## src/design/aclm_pkg.sv

```systemverilog
`default_nettype none
package aclm_pkg;
  // Register byte offsets
  localparam logic [7:0] ARP_CFG_OFS = 8'h00;
  localparam logic [7:0] ICMP_CFG_OFS = 8'h04;
  localparam logic [7:0] SPORT_MODE_OFS = 8'h08;
  localparam logic [7:0] SPORT_RANGE_OFS = 8'h0c;
  localparam logic [7:0] DPORT_MODE_OFS = 8'h10;
  localparam logic [7:0] DPORT_RANGE_OFS = 8'h14;
  localparam logic [7:0] TCP_FLAG_OFS = 8'h18;
  localparam logic [7:0] STATUS_OFS = 8'h1c;
  // Field positions
  localparam int ICMP_TYPE_SPEC_BIT = 0;
  localparam int ICMP_CODE_SPEC_BIT = 1;
  localparam int ICMP_TYPE_LSB = 8;
  localparam int ICMP_CODE_LSB = 16;
  localparam int RANGE_LO_LSB = 0;
  localparam int RANGE_HI_LSB = 16;
  localparam int STATUS_HIT_BIT = 0;
  localparam int STATUS_SEEN_BIT = 1;
  localparam int STATUS_CNT_LSB = 16;
  localparam int NUM_FLAGS = 5;
  // Flag order in the flag register and flag input: fin syn psh ack urg
  localparam int FLAG_FIN = 0;
  localparam int FLAG_SYN = 1;
  localparam int FLAG_PSH = 2;
  localparam int FLAG_ACK = 3;
  localparam int FLAG_URG = 4;
  // Reset values
  localparam logic [31:0] CFG_RST = 32'h0000_0000;
  // Protocol type for IP in ARP frames
  localparam logic [15:0] PROTO_IP = 16'h0800;
  // Three-way criterion settings
  typedef enum logic [1:0] {
    TRI_ANY = 2'h0,
    TRI_ZERO = 2'h1,
    TRI_ONE = 2'h2
  } aclm_tri_t;
  // Port criterion modes
  typedef enum logic [1:0] {
    PM_ANY = 2'h0,
    PM_SPECIFIC = 2'h1,
    PM_RANGE = 2'h2
  } aclm_pmode_t;
endpackage : aclm_pkg
`default_nettype wire

```

## src/design/aclm_port_if.sv

```systemverilog
`timescale 1ns/100ps
`default_nettype none
interface aclm_port_if;
  logic [1:0] mode;
  logic [15:0] lo;
  logic [15:0] hi;
  logic [15:0] port;
  logic ok;
  modport cfg (output mode, output lo, output hi, output port, input ok);
  modport cmp (input mode, input lo, input hi, input port, output ok);
endinterface : aclm_port_if
`default_nettype wire

```

## src/design/aclm_port_match.sv

```systemverilog
`timescale 1ns/100ps
`default_nettype none
module aclm_port_match (
  aclm_port_if.cmp pif // Port criterion and frame port
);
  wire is_spec;
  wire is_range;
  wire eq_hit;
  wire rng_hit;
  assign is_spec = (pif.mode == aclm_pkg::PM_SPECIFIC);
  assign is_range = (pif.mode == aclm_pkg::PM_RANGE);
  assign eq_hit = (pif.port == pif.lo);
  // Inclusive bounds; an inverted range never hits
  assign rng_hit = (pif.port >= pif.lo) && (pif.port <= pif.hi);
  // Unused mode code behaves as don't-care
  assign pif.ok = is_spec ? eq_hit : (is_range ? rng_hit : 1'b1);
endmodule : aclm_port_match
`default_nettype wire

```

## src/design/aclm_entry_match.sv

```systemverilog
// Overview of operation
// - ARP protocol type: 0 rejects IP 0x800, 1 requires it, any ignores.
// - ICMP type is don't-care or must equal configured 8-bit value.
// - ICMP code is don't-care or must equal configured 8-bit value.
// - Source port criterion selects don't-care, specific value or range.
// - Specific source port: frame port must equal the 16-bit value.
// - Range source port: frame port must lie within 16-bit bounds.
// - Destination port criterion selects don't-care, specific value or range.
// - Specific destination port: frame port must equal the 16-bit value.
// - Range destination port: frame port must lie within 16-bit bounds.
// - FIN setting: 0 blocks FIN set, 1 requires FIN set, any ignores.
// - SYN setting: 0 blocks SYN set, 1 requires SYN set, any ignores.
// - PSH setting: 0 blocks PSH set, 1 requires PSH set, any ignores.
// - ACK setting: 0 blocks ACK set, 1 requires ACK set, any ignores.
// - URG setting: 0 blocks URG set, 1 requires URG set, any ignores.
`timescale 1ns/100ps
`default_nettype none
module aclm_entry_match (
  input wire logic clk, // Core clock
  input wire logic rst_b, // Async reset, active low
  input wire logic psel, // APB select
  input wire logic penable, // APB access phase
  input wire logic pwrite, // APB write
  input wire logic [7:0] paddr, // APB byte address
  input wire logic [31:0] pwdata, // APB write data
  output logic pready, // APB ready
  output logic [31:0] prdata, // APB read data
  output logic pslverr, // APB error on unmapped address
  input wire logic frm_valid, // Parsed header valid, one cycle
  input wire logic frm_is_arp, // Frame is ARP or RARP
  input wire logic frm_is_icmp, // Frame is ICMP
  input wire logic frm_is_tcp, // Frame is TCP
  input wire logic frm_is_udp, // Frame is UDP
  input wire logic [15:0] frm_arp_proto, // ARP protocol type
  input wire logic [7:0] frm_icmp_type, // ICMP type
  input wire logic [7:0] frm_icmp_code, // ICMP code
  input wire logic [15:0] frm_src_port, // TCP/UDP source port
  input wire logic [15:0] frm_dst_port, // TCP/UDP destination port
  input wire logic [4:0] frm_tcp_flags, // FIN SYN PSH ACK URG, bit 0 first
  output logic hit_valid, // Verdict valid, one cycle
  output logic hit // Frame hits the filter_entry
);
  localparam int NF = aclm_pkg::NUM_FLAGS;

  // Ok when the three-way setting accepts the condition
  function automatic logic tri_ok(input logic [1:0] setting, input logic cond);
    logic r;
    r = 1'b1;
    if (setting == aclm_pkg::TRI_ZERO) begin
      r = !cond;
    end else if (setting == aclm_pkg::TRI_ONE) begin
      r = cond;
    end
    return r;
  endfunction : tri_ok

  logic [1:0] arp_cfg_q;
  logic [31:0] icmp_cfg_q;
  logic [1:0] sport_mode_q;
  logic [31:0] sport_range_q;
  logic [1:0] dport_mode_q;
  logic [31:0] dport_range_q;
  logic [2*NF-1:0] flag_cfg_q;
  logic hit_q;
  logic hit_d;
  logic hit_valid_q;
  logic seen_q;
  logic [15:0] hit_cnt_q;
  logic pready_q;
  logic [31:0] prdata_q;
  logic pslverr_q;

  // APB decode
  wire acc_cyc;
  wire wr_fire;
  wire sel_arp;
  wire sel_icmp;
  wire sel_smode;
  wire sel_srange;
  wire sel_dmode;
  wire sel_drange;
  wire sel_flag;
  wire sel_stat;
  wire mapped;
  wire [31:0] rd_mux;
  wire [31:0] status_word;

  // One wait state so read data can come from a register
  assign acc_cyc = psel && penable && !pready_q;
  assign wr_fire = psel && penable && pready_q && pwrite && !pslverr_q;
  assign sel_arp = (paddr == aclm_pkg::ARP_CFG_OFS);
  assign sel_icmp = (paddr == aclm_pkg::ICMP_CFG_OFS);
  assign sel_smode = (paddr == aclm_pkg::SPORT_MODE_OFS);
  assign sel_srange = (paddr == aclm_pkg::SPORT_RANGE_OFS);
  assign sel_dmode = (paddr == aclm_pkg::DPORT_MODE_OFS);
  assign sel_drange = (paddr == aclm_pkg::DPORT_RANGE_OFS);
  assign sel_flag = (paddr == aclm_pkg::TCP_FLAG_OFS);
  assign sel_stat = (paddr == aclm_pkg::STATUS_OFS);
  assign mapped = sel_arp | sel_icmp | sel_smode | sel_srange | sel_dmode | sel_drange |
                  sel_flag | sel_stat;
  assign status_word = {hit_cnt_q, 14'h0000, seen_q, hit_q};
  assign rd_mux = sel_arp ? {30'h0000_0000, arp_cfg_q} :
                  sel_icmp ? icmp_cfg_q :
                  sel_smode ? {30'h0000_0000, sport_mode_q} :
                  sel_srange ? sport_range_q :
                  sel_dmode ? {30'h0000_0000, dport_mode_q} :
                  sel_drange ? dport_range_q :
                  sel_flag ? {22'h00_0000, flag_cfg_q} :
                  sel_stat ? status_word : 32'h0000_0000;

  // Read data stays zero outside a read answer
  wire pready_d;
  wire [31:0] prdata_d;
  wire pslverr_d;
  assign pready_d = acc_cyc;
  assign prdata_d = (acc_cyc && !pwrite) ? rd_mux : 32'h0000_0000;
  assign pslverr_d = acc_cyc && !mapped;

  always_ff @(posedge clk or negedge rst_b) begin
    if (!rst_b) begin
      pready_q <= 1'b0;
      prdata_q <= 32'h0000_0000;
      pslverr_q <= 1'b0;
    end else begin
      pready_q <= pready_d;
      prdata_q <= prdata_d;
      pslverr_q <= pslverr_d;
    end
  end

  // Per-register write strobes; STATUS has none, so writes there are dropped
  wire wr_arp;
  wire wr_icmp;
  wire wr_smode;
  wire wr_srange;
  wire wr_dmode;
  wire wr_drange;
  wire wr_flag;
  wire [31:0] icmp_cfg_d;
  assign wr_arp = wr_fire && sel_arp;
  assign wr_icmp = wr_fire && sel_icmp;
  assign wr_smode = wr_fire && sel_smode;
  assign wr_srange = wr_fire && sel_srange;
  assign wr_dmode = wr_fire && sel_dmode;
  assign wr_drange = wr_fire && sel_drange;
  assign wr_flag = wr_fire && sel_flag;
  // Unused ICMP bits are cleared so they read back as zero
  assign icmp_cfg_d = pwdata & 32'h00ff_ff03;

  // Configuration registers; writes land at the completing edge
  always_ff @(posedge clk or negedge rst_b) begin
    if (!rst_b) begin
      arp_cfg_q <= aclm_pkg::CFG_RST[1:0];
    end else if (wr_arp) begin
      arp_cfg_q <= pwdata[1:0];
    end
  end

  always_ff @(posedge clk or negedge rst_b) begin
    if (!rst_b) begin
      icmp_cfg_q <= aclm_pkg::CFG_RST;
    end else if (wr_icmp) begin
      icmp_cfg_q <= icmp_cfg_d;
    end
  end

  always_ff @(posedge clk or negedge rst_b) begin
    if (!rst_b) begin
      sport_mode_q <= aclm_pkg::CFG_RST[1:0];
    end else if (wr_smode) begin
      sport_mode_q <= pwdata[1:0];
    end
  end

  always_ff @(posedge clk or negedge rst_b) begin
    if (!rst_b) begin
      sport_range_q <= aclm_pkg::CFG_RST;
    end else if (wr_srange) begin
      sport_range_q <= pwdata;
    end
  end

  always_ff @(posedge clk or negedge rst_b) begin
    if (!rst_b) begin
      dport_mode_q <= aclm_pkg::CFG_RST[1:0];
    end else if (wr_dmode) begin
      dport_mode_q <= pwdata[1:0];
    end
  end

  always_ff @(posedge clk or negedge rst_b) begin
    if (!rst_b) begin
      dport_range_q <= aclm_pkg::CFG_RST;
    end else if (wr_drange) begin
      dport_range_q <= pwdata;
    end
  end

  always_ff @(posedge clk or negedge rst_b) begin
    if (!rst_b) begin
      flag_cfg_q <= aclm_pkg::CFG_RST[2*NF-1:0];
    end else if (wr_flag) begin
      flag_cfg_q <= pwdata[2*NF-1:0];
    end
  end

  // Criteria
  wire arp_ok;
  wire icmp_type_ok;
  wire icmp_code_ok;
  wire icmp_ok;
  wire src_ok;
  wire dst_ok;
  wire ports_ok;
  wire [NF-1:0] flag_ok;
  wire flags_ok;
  wire l4_frame;

  assign arp_ok = !frm_is_arp || tri_ok(arp_cfg_q, frm_arp_proto == aclm_pkg::PROTO_IP);
  wire icmp_type_spec;
  wire icmp_code_spec;
  wire [7:0] icmp_type_val;
  wire [7:0] icmp_code_val;
  assign icmp_type_spec = icmp_cfg_q[aclm_pkg::ICMP_TYPE_SPEC_BIT];
  assign icmp_code_spec = icmp_cfg_q[aclm_pkg::ICMP_CODE_SPEC_BIT];
  assign icmp_type_val = icmp_cfg_q[aclm_pkg::ICMP_TYPE_LSB +: 8];
  assign icmp_code_val = icmp_cfg_q[aclm_pkg::ICMP_CODE_LSB +: 8];
  assign icmp_type_ok = !icmp_type_spec || (frm_icmp_type == icmp_type_val);
  assign icmp_code_ok = !icmp_code_spec || (frm_icmp_code == icmp_code_val);
  assign icmp_ok = !frm_is_icmp || (icmp_type_ok && icmp_code_ok);

  aclm_port_if src_if ();
  aclm_port_if dst_if ();
  assign src_if.mode = sport_mode_q;
  assign src_if.lo = sport_range_q[aclm_pkg::RANGE_LO_LSB +: 16];
  assign src_if.hi = sport_range_q[aclm_pkg::RANGE_HI_LSB +: 16];
  assign src_if.port = frm_src_port;
  assign dst_if.mode = dport_mode_q;
  assign dst_if.lo = dport_range_q[aclm_pkg::RANGE_LO_LSB +: 16];
  assign dst_if.hi = dport_range_q[aclm_pkg::RANGE_HI_LSB +: 16];
  assign dst_if.port = frm_dst_port;

  aclm_port_match u_src (
    .pif(src_if)
  );
  aclm_port_match u_dst (
    .pif(dst_if)
  );

  assign src_ok = src_if.ok;
  assign dst_ok = dst_if.ok;
  assign l4_frame = frm_is_tcp || frm_is_udp;
  assign ports_ok = !l4_frame || (src_ok && dst_ok);

  genvar gi;
  generate
    for (gi = 0; gi < NF; gi++) begin : g_flag
      // Flags only exist in TCP headers
      assign flag_ok[gi] = !frm_is_tcp ||
        tri_ok(flag_cfg_q[2*gi +: 2], frm_tcp_flags[gi]);
    end
  endgenerate
  assign flags_ok = &flag_ok;

  assign hit_d = arp_ok && icmp_ok && ports_ok && flags_ok;
  // Counter wraps; software takes the difference of two reads
  wire [15:0] hit_cnt_d;
  assign hit_cnt_d = hit_cnt_q + 16'h0001;

  always_ff @(posedge clk or negedge rst_b) begin
    if (!rst_b) begin
      hit_valid_q <= 1'b0;
    end else begin
      hit_valid_q <= frm_valid;
    end
  end

  // Verdict holds until the next frame
  always_ff @(posedge clk or negedge rst_b) begin
    if (!rst_b) begin
      hit_q <= 1'b0;
      seen_q <= 1'b0;
    end else if (frm_valid) begin
      hit_q <= hit_d;
      seen_q <= 1'b1;
    end
  end

  always_ff @(posedge clk or negedge rst_b) begin
    if (!rst_b) begin
      hit_cnt_q <= 16'h0000;
    end else if (frm_valid && hit_d) begin
      hit_cnt_q <= hit_cnt_d;
    end
  end

  assign pready = pready_q;
  assign prdata = prdata_q;
  assign pslverr = pslverr_q;
  assign hit_valid = hit_valid_q;
  assign hit = hit_q;
endmodule : aclm_entry_match
`default_nettype wire

```

## config.mk

```make
export PLATFORM = sky130hd
export DESIGN_NAME = aclm_entry_match
export DESIGN_NICKNAME = d
export VERILOG_FILES = /design/src/design/aclm_pkg.sv /design/src/design/aclm_port_if.sv /design/src/design/aclm_port_match.sv /design/src/design/aclm_entry_match.sv
export SDC_FILE = /design/constraint.sdc
export NUM_CORES = 1
export LEC_CHECK = 0
export ABC_AREA = 1
export BUFFER_PORTS_ARGS = -buffer_cell sky130_fd_sc_hd__buf_2
export CAP_MARGIN = 5
export CORE_MARGIN = 2
export CORE_UTILIZATION = 49
export CTS_CLUSTER_DIAMETER = 60
export DETAILED_ROUTE_END_ITERATION = 12
export PLACE_DENSITY = 0.75
export SYNTH_ARGS = -nofsm -noshare
export SYNTH_HDL_FRONTEND = slang
export SYNTH_SLANG_ARGS = --single-unit
```

## constraint.sdc

```tcl
create_clock -name clk -period 2.5 [get_ports clk]
set_input_delay 0.375 -clock clk [delete_from_list [all_inputs] [get_ports clk]]
set_output_delay 0.375 -clock clk [all_outputs]
set_load 0.02 [all_outputs]
```

==> Yosys cells after proc, flatten, opt, wreduce, memory -nomap -nowiden <==
Cells that the tools add are included.
{ "word_totals": {"out_inout_bits": 36, "wordCells": 130, "reg_bits": 151, "inputBits": 119} }
{ "classes": {"addsub": 1, "order_cmp": 4, "bitwise_logic": 7, "n_eq_ne": 28, "n_mux": 25, "reduce_logical": 51} }
{ "ops": {"columns": ["operator", "n"], "rows": [
  ["$mux 32", 9],
  ["$eq 16x16->1", 2],
  ["$eq 8x5->1 const B", 4],
  ["$ge 16x16->1", 2],
  ["$le 16x16->1", 2],
  ["$logic_and 1x1->1", 22],
  ["$add 16x1->16 const B", 1],
  ["$eq 16x12->1 const B", 1],
  ["$eq 2x1->1 const B", 8],
  ["$eq 2x2->1 const B", 8],
  ["$eq 8x4->1 const B", 2],
  ["$eq 8x8->1", 2],
  ["$logic_not 1->1", 16],
  ["$mux 1", 16],
  ["$logic_or 1x1->1", 11],
  ["$eq 8x3->1 const B", 1],
  ["$logic_not 8->1", 1],
  ["$or 1x1->1", 7],
  ["$reduce_and 5->1", 1]
]} }

==> Depth between registers and ports, before layout <==
{ "depth": {"ltp_word": 10, "depth_mapped": 20, "ltp_nobuf": 19} }

==> By module <==
A second synthesis with hierarchy kept.
{ "hier_totals": {"hier_cells": 1160, "hier_area_um2": 9063.7} }
{ "by_module_without_submodules": {"columns": ["module", "n_inst", "seq_area_each_um2", "cells_each", "area_each_um2"], "rows": [
  ["aclm_entry_match", 1, 3778.6, 868, 7221.9],
  ["aclm_port_match", 2, 0.0, 146, 920.9]
]} }

==> Worst setup path before layout <==
No wires, ideal clock.
{ "synth_timing": {"kind": "input -> register", "start": "input port frm_dst_port[7]", "end": "register hit_cnt_q[9]", "setup_time_ns": 0.117, "path_buffers": 1, "required_ns": 2.383, "path_stages": 13, "slack_ns": 0.635, "arrival_ns": 1.748, "path_cell_list": "ha_1 > nand2_1 > nor2_1 > nand3_1 > nor2_2 > nor3_1 > a31oi_1 > nand3_1 > nand2_4 > nand2_4 > buf_6 > nand2_2 > nand2_1"} }
{ "synth_between": {"elab_chain_len": 9, "word_cells_on_any_way": 11, "cone_classes": "order compare (2); eq/ne (1); mux (2); reduce/logical (6)"} }
{ "synth_rtl": {"columns": ["item", "line", "text"], "rows": [
  ["start: declaration", "aclm_entry_match.sv:38", "input wire logic [15:0] frm_dst_port,"],
  ["$ge 16x16->1 or $le 16x16->1 (tied branches)", "aclm_port_match.sv:14", "assign rng_hit = (pif.port >= pif.lo) && (pif.port <= pif.hi);"],
  ["$logic_and 1x1->1", "aclm_port_match.sv:14", null],
  ["$mux 1", "aclm_port_match.sv:16", "assign pif.ok = is_spec ? eq_hit : (is_range ? rng_hit : 1'b1);"],
  ["$mux 1 *", "aclm_port_match.sv:16", null],
  ["$logic_and 1x1->1 *", "aclm_entry_match.sv:253", "assign ports_ok = !l4_frame || (src_ok && dst_ok);"],
  ["$logic_or 1x1->1 *", "aclm_entry_match.sv:253", null],
  ["$logic_and 1x1->1 * (2 in series)", "aclm_entry_match.sv:265", "assign hit_d = arp_ok && icmp_ok && ports_ok && flags_ok;"],
  ["$logic_and 1x1->1 *", "aclm_entry_match.sv:292", "end else if (frm_valid && hit_d) begin"],
  ["end signal: assignment", "aclm_entry_match.sv:293", "hit_cnt_q <= hit_cnt_d;"],
  ["end: declaration", "aclm_entry_match.sv:68", "logic [15:0] hit_cnt_q;"]
]} }
Mark *: on every way between the ends. The rest lies on a longest branch, timed or not.
A chain may end at the register's enable or synchronous reset.

==> Worst setup path in the final report <==
{ "layout_timing": {"start": "register sport_range_q[27]", "end": "register hit_cnt_q[2]"} }
{ "layout_between": {"elab_chain_len": 9} }
{ "layout_rtl": {"columns": ["item", "line", "text"], "rows": [
  ["start: declaration", "aclm_entry_match.sv:60", "logic [31:0] sport_range_q;"],
  ["start signal: assignment", "aclm_entry_match.sv:177", "sport_range_q <= aclm_pkg::CFG_RST;"],
  ["start signal: assignment", "aclm_entry_match.sv:179", "sport_range_q <= pwdata;"],
  ["$le 16x16->1", "aclm_port_match.sv:14", null],
  ["$logic_and 1x1->1", "aclm_port_match.sv:14", null],
  ["$mux 1 (2 in series)", "aclm_port_match.sv:16", null],
  ["$logic_and 1x1->1", "aclm_entry_match.sv:253", null],
  ["$logic_or 1x1->1", "aclm_entry_match.sv:253", null],
  ["$logic_and 1x1->1 (2 in series)", "aclm_entry_match.sv:265", null],
  ["$logic_and 1x1->1", "aclm_entry_match.sv:292", null]
]} }
Every way passes these cells.

==> flow_summary.ini <==
[floorplan]
die_area_um2 = 18760
core_um2 = 17300
floorplan.initialDensity_pct = 50.10
core.rowCount = 48
die_w_um = 137.0
ios = 155
die_height_um = 137.0

[finish]
final_common_cell = sky130_fd_sc_hd__nand2_1
share_of_final_layout_standard_cells_stronger_than_drive_strength_1_pct = 20.11
fillCellCount = 1615
finalCoreUtilization_pct = 59.74
seqCellArea_um2 = 3779
diodes = 0
layout-area-overhead-vs-synth_pct = 19.23
multi_input_comb_area_um2 = 4076
layout.nets = 1424
layout_common_cells = sky130_fd_sc_hd__nand2_1 (258), sky130_fd_sc_hd__inv_1 (168), sky130_fd_sc_hd__buf_2 (153)

[synth]
synth_sequential_area_ratio_pct = 43.60
synth_flop_cell = sky130_fd_sc_hd__dfrtp_1
synth.area.mux_share_pct = 0
synth_simple_gate_area_share_pct = 20.60
mappedNetlistNets = 1262
synth-compound-area-share_pct = 14.61
syn_avg_cell_area_um2 = 8.039
synth.lib_cells_used.distinct = 47
synth.yosys.warnings = 0
yosys_register_bits = 151
post_synth_fa_ha_maj_area_fraction_pct = 9.385
syn_area_um2 = 8666
postSynth.asyncResetShare_pct = 100.0
synth_top_family_by_area = simple AND/OR/NAND/NOR gates
syn-instance-count = 1078
synth_edf_count = 0
area_share_of_xor_xnor_cells_in_the_synthesized_design_pct = 2.325

[clocking]
clock_latency_reported_for_the_late_side_of_the_worst_skew_pair_ns = 0.43
clk_pin_slew_ns = 0.06
post_cts_buffers = 0
max-clock-path-buffers = 2
cts_tree = yes
root_buffer = sky130_fd_sc_hd__clkbuf_16
numClockSinks = 151
inserted_clock_buffers = 17
cts_max_level = 4

[placement]
post-dp-hpwl_um = 19200
placement.io_buffers = 154
final_estimated_routing_congestion_in_global_placement = 0.9644

[drt]
route.final.wire_length_um = 25230
drt-vias-per-instance = 5.287
antenna_left = 0
wire_per_inst_um = 17.07
drt_iter0_markers = 771
detailroute.via_count = 7814
route.detailed.drc = 0
detailedRoute.firstPassIterationCount = 6

[worst_setup_path]
cp.required_ns = 2.82
path_class = register to register
cp-start-kind = register
arrival_ns = 2.60
worst_setup_path_end_kind = register
crit_path_max_fanout = 17

[grt]
grt_first_pass_wirelength_um = 40050
grt_usage_pct = 28.52
grt_start_max_net_pins = 65
grt_pass1_vias = 7561
grt_remaining_overflow = 0
antenna_violations_before_repair = 0

[power]
power.share.sequential_pct = 44.5
power_per_cell_area_nw_per_um2 = 548.4
p_leak_nw = 5.177
p_switching_mw = 1.409
clock_power_share_pct = 45.9
power_frac_comb_pct = 9.5
vdd_drop_max_v = 0.0004994
power.internal_mw = 4.257
p_sw_share_pct = 24.88

[timing]
setup_viol = 0
final.min_clock_period_ns = 2.283
tightestPinTransition_ns = 0.7226
hold_slack_ns = 0.1406
timing.slew.headroom_pct = 51.83
finalClockSkew_ns = 0.01011
final.period_utilization_pct = 91.30
grt_setup_unrepaired = false
slew_viol_final = 0
timing_hold_violations_final = 0
timing.fmax_ghz = 0.4381
setup-tns-final_ns = 0

[run_status]
status = complete, no violations

[hold_path]
timing.hold.worst.class = input port to register

[run]
drv.max_cap_violation_count = 0
worst paths after layout:
kind,slack [ns],cells past startpoint,startpoint,to
max reg2reg,0.22,14,sport_range_q[27],hit_cnt_q[2]
min in group asynchronous,0.49,2,rst_b,flag_cfg_q[0]
max,0.22,14,sport_range_q[27],hit_cnt_q[2]
min reg2reg,0.48,2,dport_range_q[28],dport_range_q[28]
min,0.14,1,frm_valid,hit_valid
max in group asynchronous,1.25,3,rst_b,dport_range_q[22]
power groups by stage:
| stage | logic (mW) | clock network [mW] | registers, mW |
|---|---|---|---|
| 3_3_place_gp | 0.527 | 0 | 2.57 |
| 2_1_floorplan | 0.273 | 0 | 2.56 |
| 6_report | 0.541 | 2.60 | 2.52 |
| 4_1_cts | 0.543 | 2.63 | 2.52 |
| 3_5_place_dp | 0.537 | 0 | 2.57 |
| 5_1_grt | 0.618 | 2.73 | 2.53 |
metrics by stage:
stage	total power [mW]	worst slack, ns	instance area, um2	std cells
after floorplan	2.835	0.6351	8666	1078
after global placement	3.092	0.1446	9723	1445
after detailed placement	3.104	0.1226	9723	1445
after CTS	5.696	0.1624	10320	1478
after global routing	5.876	0.0006655	10330	1478
final	5.666	0.2174	10330	1478
worst max-delay path: stages (launching register included):
cell,delay [ns]
sky130_fd_sc_hd__dfrtp_1,0.43
sky130_fd_sc_hd__inv_1,0.07
sky130_fd_sc_hd__ha_1,0.31
sky130_fd_sc_hd__a21oi_1,0.14
sky130_fd_sc_hd__o21ai_0,0.10
sky130_fd_sc_hd__a21oi_1,0.24
sky130_fd_sc_hd__nand2_1,0.08
sky130_fd_sc_hd__nand2_1,0.06
sky130_fd_sc_hd__nand2_1,0.06
sky130_fd_sc_hd__nand2_1,0.06
sky130_fd_sc_hd__nand3_1,0.11
sky130_fd_sc_hd__nand2_4,0.16
sky130_fd_sc_hd__nand2_4,0.19
sky130_fd_sc_hd__nand2_1,0.12
sky130_fd_sc_hd__nand2_1,0.05
registers in the layout, indices dropped and copies added (netlist names):
| register | cells |
|---|---|
| dport_range_q | 32 |
| prdata | 32 |
| sport_range_q | 32 |
| icmp_cfg_q | 18 |
| hit_cnt_q | 16 |
| flag_cfg_q | 10 |
| arp_cfg_q | 2 |
| dport_mode_q | 2 |
| sport_mode_q | 2 |
| hit | 1 |
| hit_valid | 1 |
| pready | 1 |
| pslverr | 1 |
| seen_q | 1 |
cell families after synthesis:
family / Yosys count
xor gates and xnor gates: 23
DFF: 151
AOI/OAI and AO/OA: 223
and+or+nand+nor: 406
adders and majority gates: 65
buffers and inverters: 210
metal layers:
metal | global-route usage [%] | vias up | routed length (um)
met1 | 38.80 | 3655 | 11090
li1 | - | 3819 | -
met4 | 11.11 | 0 | 767
met5 | 0 | - | 0
met2 | 44.64 | 296 | 11520
met3 | 6.000 | 44 | 1853
cells in the mapped netlist, drive strengths merged (10+ instances only):
cell type	count	area, um2
nand2	274	1084
inv	179	671.9
dfrtp	151	3779
o21ai	130	658.1
ha	65	813.3
nor2	54	237.7
a21oi	41	205.2
nand3	38	200.2
o22ai	21	131.4
buf	17	96.34
xor2	17	148.9
nor3	14	80.08
clkbuf	12	45.04
nand4	10	62.56
final cells by class:
cell class                      instances  area share, %
Timing Repair Buffer                  172          8.973
Clock inverter                         13          1.514
Sequential cell                       151          36.57
Inverter                              181          6.575
Tap cell                              225          2.725
Clock buffer                           19          4.190
Multi-Input combinational cell        717          39.45
timing repair:
item,CTS,global route
gates resized for setup,0,2
endpoints found under the hold margin,55,0
hold buffers,1,0
setup endpoints to repair,0,9
(Power assumes the default switching activity.)
